**config.mk**
```make
export PLATFORM = sky130hd
export DESIGN_NAME = fws_poller
export DESIGN_NICKNAME = d
export VERILOG_FILES = /design/src/fws_pkg.sv /design/src/fws_poller.sv
export SDC_FILE = /design/constraint.sdc
export NUM_CORES = 1
export LEC_CHECK = 0
export ABC_AREA = 0
export BUFFER_PORTS_ARGS = -buffer_cell sky130_fd_sc_hd__buf_2
export CORE_MARGIN = 2
export CORE_UTILIZATION = 30
export DETAILED_ROUTE_END_ITERATION = 12
export GPL_ROUTABILITY_DRIVEN = 0
export PLACE_DENSITY = 0.52
export SYNTH_ARGS = -nofsm -noshare
export SYNTH_HDL_FRONTEND = slang
export SYNTH_SLANG_ARGS = --single-unit
```
**constraint.sdc**
```tcl
create_clock -name core_clk -period 3.35 [get_ports core_clk]
set_input_delay 0.5025 -clock core_clk [delete_from_list [all_inputs] [get_ports core_clk]]
set_output_delay 0.5025 -clock core_clk [all_outputs]
set_load 0.005 [all_outputs]
```
**src/fws_pkg.sv**
```systemverilog
// Package of constants and types for the flash write status poller
package fws_pkg;
    // Flash data bus bit positions
    localparam int DATA_POLL_BIT = 7;
    localparam int GLOBAL_TOGGLE_BIT = 6;
    localparam int TIMEOUT_BIT = 5;
    localparam int WINDOW_BIT = 3;
    localparam int SECTOR_TOGGLE_BIT = 2;
    localparam int ADDR_W = 18;
    localparam int DATA_W = 16;
    // Read bus timing, in ns and core cycles at 25 ns
    localparam int CLK_PERIOD_NS = 25;
    localparam int READ_ACCESS_NS = 70;
    localparam int READ_CYCLES = (READ_ACCESS_NS + CLK_PERIOD_NS - 1) / CLK_PERIOD_NS;
    localparam int RECOVER_NS = 25;
    localparam int RECOVER_CYCLES = (RECOVER_NS + CLK_PERIOD_NS - 1) / CLK_PERIOD_NS;
    localparam logic [3:0] CNT_RESET = 4'h0;
    localparam logic [DATA_W-1:0] RESET_CMD = 16'h00F0;

    typedef enum {FWS_IDLE, FWS_RD_ASSERT, FWS_RD_HOLD, FWS_RD_GAP, FWS_EVAL,
                  FWS_RESET_WR, FWS_RESET_GAP} fws_state_t;

    typedef enum logic [2:0] {
        FWS_RES_NONE = 3'h0,
        FWS_RES_DONE = 3'h1,
        FWS_RES_FAIL = 3'h2,
        FWS_RES_BUSY = 3'h3
    } fws_result_t;

    // Pins toward the flash
    typedef struct packed {
        logic chipEnN;
        logic outEnN;
        logic writeEnN;
        logic [ADDR_W-1:0] addr;
        logic [DATA_W-1:0] dataOut;
        logic dataOe;
    } fws_pins_t;

    // Answer to the user
    typedef struct packed {
        logic done;
        fws_result_t result;
        logic windowOpen;
        logic readyBusy;
        logic [DATA_W-1:0] status;
    } fws_answer_t;

    typedef struct packed {
        fws_state_t state;
        logic [3:0] cnt;
        logic [1:0] readIdx;
        logic recheck;
        logic [DATA_W-1:0] first;
        logic [DATA_W-1:0] second;
        logic [ADDR_W-1:0] addr;
        fws_pins_t pins;
        fws_answer_t ans;
    } fws_regs_t;
endpackage : fws_pkg

```
**src/fws_poller.sv**
```systemverilog
// Host-side toggle-bit poller driving the flash control pins
`timescale 1ns/1ps
module fws_poller (
    // Clock, reset, enable
    input wire logic core_clk,
    input wire logic arst_n,
    input wire logic clkEn,
    // User request
    input wire logic pollStart,
    input wire logic [fws_pkg::ADDR_W-1:0] pollAddr,
    // Flash pins
    input wire logic [fws_pkg::DATA_W-1:0] flashDataIn,
    input wire logic readyBusyNIn,
    output fws_pkg::fws_pins_t flashPins,
    // User answer
    output fws_pkg::fws_answer_t pollAnswer
);
    import fws_pkg::*;

    fws_regs_t cur_ff;
    fws_regs_t nxt_cur;
    logic toggled;

    always_comb
    begin
        // Only toggle bit compared; the sector bit is user-visible via status
        toggled = cur_ff.first[GLOBAL_TOGGLE_BIT] != cur_ff.second[GLOBAL_TOGGLE_BIT];
        nxt_cur = cur_ff;
        nxt_cur.ans.done = 1'b0;
        nxt_cur.ans.readyBusy = readyBusyNIn;
        unique case (cur_ff.state)
            FWS_IDLE:
            begin
                if (pollStart)
                begin
                    // Every poll restarts from the first double read
                    nxt_cur.addr = pollAddr;
                    nxt_cur.readIdx = 2'h0;
                    nxt_cur.recheck = 1'b0;
                    nxt_cur.state = FWS_RD_ASSERT;
                end
            end
            FWS_RD_ASSERT:
            begin
                nxt_cur.pins.addr = cur_ff.addr;
                nxt_cur.pins.chipEnN = 1'b0;
                nxt_cur.pins.outEnN = 1'b0;
                nxt_cur.pins.dataOe = 1'b0;
                nxt_cur.cnt = CNT_RESET;
                nxt_cur.state = FWS_RD_HOLD;
            end
            FWS_RD_HOLD:
            begin
                nxt_cur.cnt = cur_ff.cnt + 4'h1;
                if (cur_ff.cnt == 4'(READ_CYCLES - 1))
                begin
                    if (cur_ff.readIdx == 2'h0)
                        nxt_cur.first = flashDataIn;
                    else
                        nxt_cur.second = flashDataIn;
                    // Raising both ends the read cycle
                    nxt_cur.pins.chipEnN = 1'b1;
                    nxt_cur.pins.outEnN = 1'b1;
                    nxt_cur.cnt = CNT_RESET;
                    nxt_cur.state = FWS_RD_GAP;
                end
            end
            FWS_RD_GAP:
            begin
                nxt_cur.cnt = cur_ff.cnt + 4'h1;
                if (cur_ff.cnt == 4'(RECOVER_CYCLES - 1))
                begin
                    nxt_cur.readIdx = cur_ff.readIdx + 2'h1;
                    nxt_cur.state = (cur_ff.readIdx == 2'h0) ? FWS_RD_ASSERT : FWS_EVAL;
                end
            end
            FWS_EVAL:
            begin
                nxt_cur.ans.status = cur_ff.second;
                nxt_cur.ans.windowOpen = ~cur_ff.second[WINDOW_BIT];
                if (!toggled)
                begin
                    nxt_cur.ans.result = FWS_RES_DONE;
                    nxt_cur.ans.done = 1'b1;
                    nxt_cur.state = FWS_IDLE;
                end
                else if (cur_ff.second[TIMEOUT_BIT] && !cur_ff.recheck)
                begin
                    // Toggle may stop as the timeout flag rises
                    nxt_cur.recheck = 1'b1;
                    nxt_cur.first = cur_ff.second;
                    nxt_cur.readIdx = 2'h1;
                    nxt_cur.state = FWS_RD_ASSERT;
                end
                else if (cur_ff.recheck)
                begin
                    nxt_cur.ans.result = FWS_RES_FAIL;
                    nxt_cur.state = FWS_RESET_WR;
                end
                else
                begin
                    nxt_cur.ans.result = FWS_RES_BUSY;
                    nxt_cur.ans.done = 1'b1;
                    nxt_cur.state = FWS_IDLE;
                end
            end
            FWS_RESET_WR:
            begin
                nxt_cur.pins.chipEnN = 1'b0;
                nxt_cur.pins.writeEnN = 1'b0;
                nxt_cur.pins.dataOut = RESET_CMD;
                nxt_cur.pins.dataOe = 1'b1;
                nxt_cur.cnt = cur_ff.cnt + 4'h1;
                if (cur_ff.cnt == 4'(READ_CYCLES - 1))
                begin
                    nxt_cur.pins.writeEnN = 1'b1;
                    nxt_cur.pins.chipEnN = 1'b1;
                    nxt_cur.cnt = CNT_RESET;
                    nxt_cur.state = FWS_RESET_GAP;
                end
            end
            FWS_RESET_GAP:
            begin
                nxt_cur.pins.dataOe = 1'b0;
                nxt_cur.ans.done = 1'b1;
                nxt_cur.state = FWS_IDLE;
            end
        endcase
        if (cur_ff.state == FWS_EVAL && cur_ff.recheck && toggled)
            nxt_cur.cnt = CNT_RESET;
    end

    always_ff @(posedge core_clk or negedge arst_n)
    begin
        if (!arst_n)
        begin
            cur_ff <= '{state: FWS_IDLE, cnt: CNT_RESET, readIdx: 2'h0, recheck: 1'b0,
                       first: '0, second: '0, addr: '0,
                       pins: '{chipEnN: 1'b1, outEnN: 1'b1, writeEnN: 1'b1, addr: '0,
                               dataOut: '0, dataOe: 1'b0},
                       ans: '{done: 1'b0, result: FWS_RES_NONE, windowOpen: 1'b0,
                              readyBusy: 1'b1, status: '0}};
        end
        else if (clkEn)
        begin
            cur_ff <= nxt_cur;
        end
    end

    assign flashPins = cur_ff.pins;
    assign pollAnswer = cur_ff.ans;
endmodule : fws_poller

```
==> results.md <==
* Worst relative slew slack at 46.28%
* Register bit count reported by yosys at 89
* Clock skew at 5.083 ps
* Cts repair resizes at 0
* Hold WC Path Type: in2async
* Post-synthesis to final-layout area growth at 12.39%
* FF-to-FF Start: cur_ff[119]
* Maximum number of pins on one net before global-route repair at 48
* Wire length of the first global-routing pass at 14560 µm
* Cell Rows at 44
* Final antenna diode count at 0
* Routed length on met2 at 3914 µm
* CTS tree: built
* Kind of end point of the critical path: flop
* Status: complete, no violations
* Highest attainable clock frequency at 447.0 MHz
* Distinct cell type count of the synthesized netlist at 50
* Cell breakdown of the critical path: nor2_1 > and3_1 > nand3_2 > mux2_2
* Final wirelength at 8538 µm
* Largest fanout of any net on the critical path at 26
* Async S/R FF share, synth at 100.0%
* Clk pin slew, worst setup/hold paths at 60 ps
* CTS root buf: clkbuf_16
* Quantity of hold-fixing buffers added after cts at 0
* # fillers at 1460
* Vias per Instance at 4.579
* Clock latency reported for the late side of the worst-skew pair at 340 ps
* Total number of nets in the final design at 469
* Worst path arrival time at 2450 ps
* Fraction of final layout cells sized beyond drive strength 1 at 39.68%
* Capture point of the worst reg-to-reg path: cur_ff[87]
* Pin slew with the least headroom to its limit at 805.8 ps
* Number of standard cells after synthesis at 389
* Routed metal-1 wire length at 3909 µm
* Total standard cell area after synthesis at 4353 µm²
* Initial antenna violation count at 0
* Highest signal layer in the routed design: met4
* Grt total ovfl at 0
* PortBufs at 85
* DR WL met3 at 627 µm
* Buffering stage count on the worst path with inverters included at 0
* Category of the most critical setup path: reg2reg
* Worst reg2reg path depth at 4
* Buffers inserted by post-CTS timing repair at 0
* Vias at 2816
* Cell accounting for the most synthesized area: dfrtp_1
* Stage delay of the slowest cell on the critical path at 680 ps
* Count of flip-flops with a built-in enable after synthesis at 0
* Die Span Y at 124.5 µm
* Total power density per cell area at 778.2 nW/µm²
* Count of unresolved DRC violations after routing at 0
* Length of the first detailed-routing pass in iterations at 4
* I/O pin total at 99
* Number of global-route vias before repair at 2789
* Most numerous cell in the Yosys netlist: dfrtp_1
* Unrepaired setup endpoints after global routing: false
* GRT Total Usage at 11.67%
* Commonest register cell after synthesis: dfrtp_1
* Ranking of synthesized cells by instance count: dfrtp_1, nand2_1, buf_4
* Max-capacitance violation count at 0
* Fin. Hold Viols at 0
* Share of the clock period used by the worst path at 66.78%
* Inserted Clock Buffers at 9
* Cell count after placement at 599
* Area fraction of the dominant cell type after synthesis at 48.86%
* Peak VDD IR at 349.4 µV
* Mean area per synthesized cell at 11.19 µm²
* Final setup violation count at 0
* Core region area at 14370 µm²
* Kind of start point of the critical path: flop
* Yosys warns at 0
* Dominant delay contributor by cell family on the critical path: simple AND/OR/NAND/NOR gates
* Cell with the largest stage delay on the worst path: dfrtp_1
* Min Tclk post-route at 2237 ps
* Sequential fraction of the synthesis area at 51.28%
* Leakage dissipation at 2.397 nW
* Clock sink count at 89
* Worst path required time at 3570 ps
* Die Footprint at 15490 µm²
* Final Non-Filler Cells at 615
* Remaining number of nets flagged by the antenna check after routing at 0
* Iter 0 DRT Violations at 132
* Synth area leaders: dfrtp_1, mux2_2, buf_4, nand2_1, dfstp_2
* Wire length per cell at 13.88 µm
* Number of H-tree levels at 3
* Die Width at 124.5 µm
* Worst-case clock buffer depth at 2
* Final-layout setup total negative slack at 0 ps
* Max Slew Vio Count at 0
* Register-to-register path setup slack at 1110 ps
* Dpl hpwl at 5932 µm
* Effective utilization at floorplan at 30.29%
registers in the layout, summed over array words and instances, names as in the netlist:
signal,cells
flashPins,23
pollAnswer,21
cur_ff,45
cells in the final DEF, fill, tap and decap left out, drive strengths merged, types with 3 or more instances in the layout:
master,synthesis,final
a21oi,10,10
a31oi,4,4
buf,70,89
clkbuf,5,12
conb,1,13
dfrtp,85,85
dfstp,4,4
ha,4,4
inv,6,7
mux2,54,54
nand2,63,63
nand2b,6,6
nand3,6,6
nand3b,5,5
nor2,6,6
nor2b,4,4
nor3,3,3
o21ai,14,14
cell type report:
cell class              count  area (µm²)  share of cell area, %
well taps                 184       230.2                  4.706
flip-flops and latches     89        2232                  45.63
multi-input cells         231        1619                  33.09
clock buffers              12       256.5                  5.243
repair buffers             89       457.9                  9.361
inverters                   6       22.52                 0.4604
clock inverters             4       73.82                  1.509
power by group:
| part | total [mW] | internal, mW | switching, mW |
|---|---|---|---|
| registers | 1.74 | 1.44 | 0.298 |
| clock network | 1.10 | 0.696 | 0.401 |
| logic | 0.967 | 0.538 | 0.430 |
metal layers:
| metal | track usage [%] | vias to the layer above |
|---|---|---|
| met5 | 0 | - |
| met2 | 18.45 | 96 |
| met3 | 4.510 | 11 |
| met1 | 14.89 | 1366 |
| li1 | - | 1343 |
| met4 | 3.371 | 0 |
stage by stage:
| stage | power [mW] | worst slack, ps | hold slack [ps] | utilization, % | area, µm² |
|---|---|---|---|---|---|
| 2_1_floorplan | 2.561 | 1503 | 206.9 | - | 4398 |
| 6_report | 3.807 | 1113 | 196.1 | 34.05 | 4892 |
| 4_1_cts | 3.878 | 1089 | 213.4 | 34.05 | 4892 |
| 5_1_grt | 4.100 | 865.6 | 235.6 | 34.05 | 4892 |
| 3_3_place_gp | 2.700 | 1130 | 441.9 | 31.75 | 4562 |
| 3_5_place_dp | 2.742 | 1094 | 445.7 | 31.75 | 4562 |
kinds of logic (layout without fill, tap and decap cells):
kind of cell	count (synthesis)	after routing	share of synthesized area (%)
simple gates	112	112	13.08
flops	89	89	51.28
fa+ha+maj	4	4	1.150
other cells	1	13	0.08615
xor+xnor	2	2	0.5750
mux	54	54	13.97
buf+inv	81	111	12.56
compound gates	46	46	7.301
worst reg2reg max path: cells and delay by family (launching register included):
kind	cells	cell delay, ps
flops	1	680
mux	1	450
simple gates	3	1010
worst max path at each step:
stage,start,endpoint,cells past startpoint
floorplan,cur_ff[113],cur_ff[115],7
global placement,cur_ff[119],cur_ff[86],4
detailed placement,cur_ff[119],cur_ff[87],4
CTS,cur_ff[119],cur_ff[87],4
global route,cur_ff[119],cur_ff[85],4
finish,cur_ff[119],cur_ff[87],4
(Power assumes the default switching activity.)
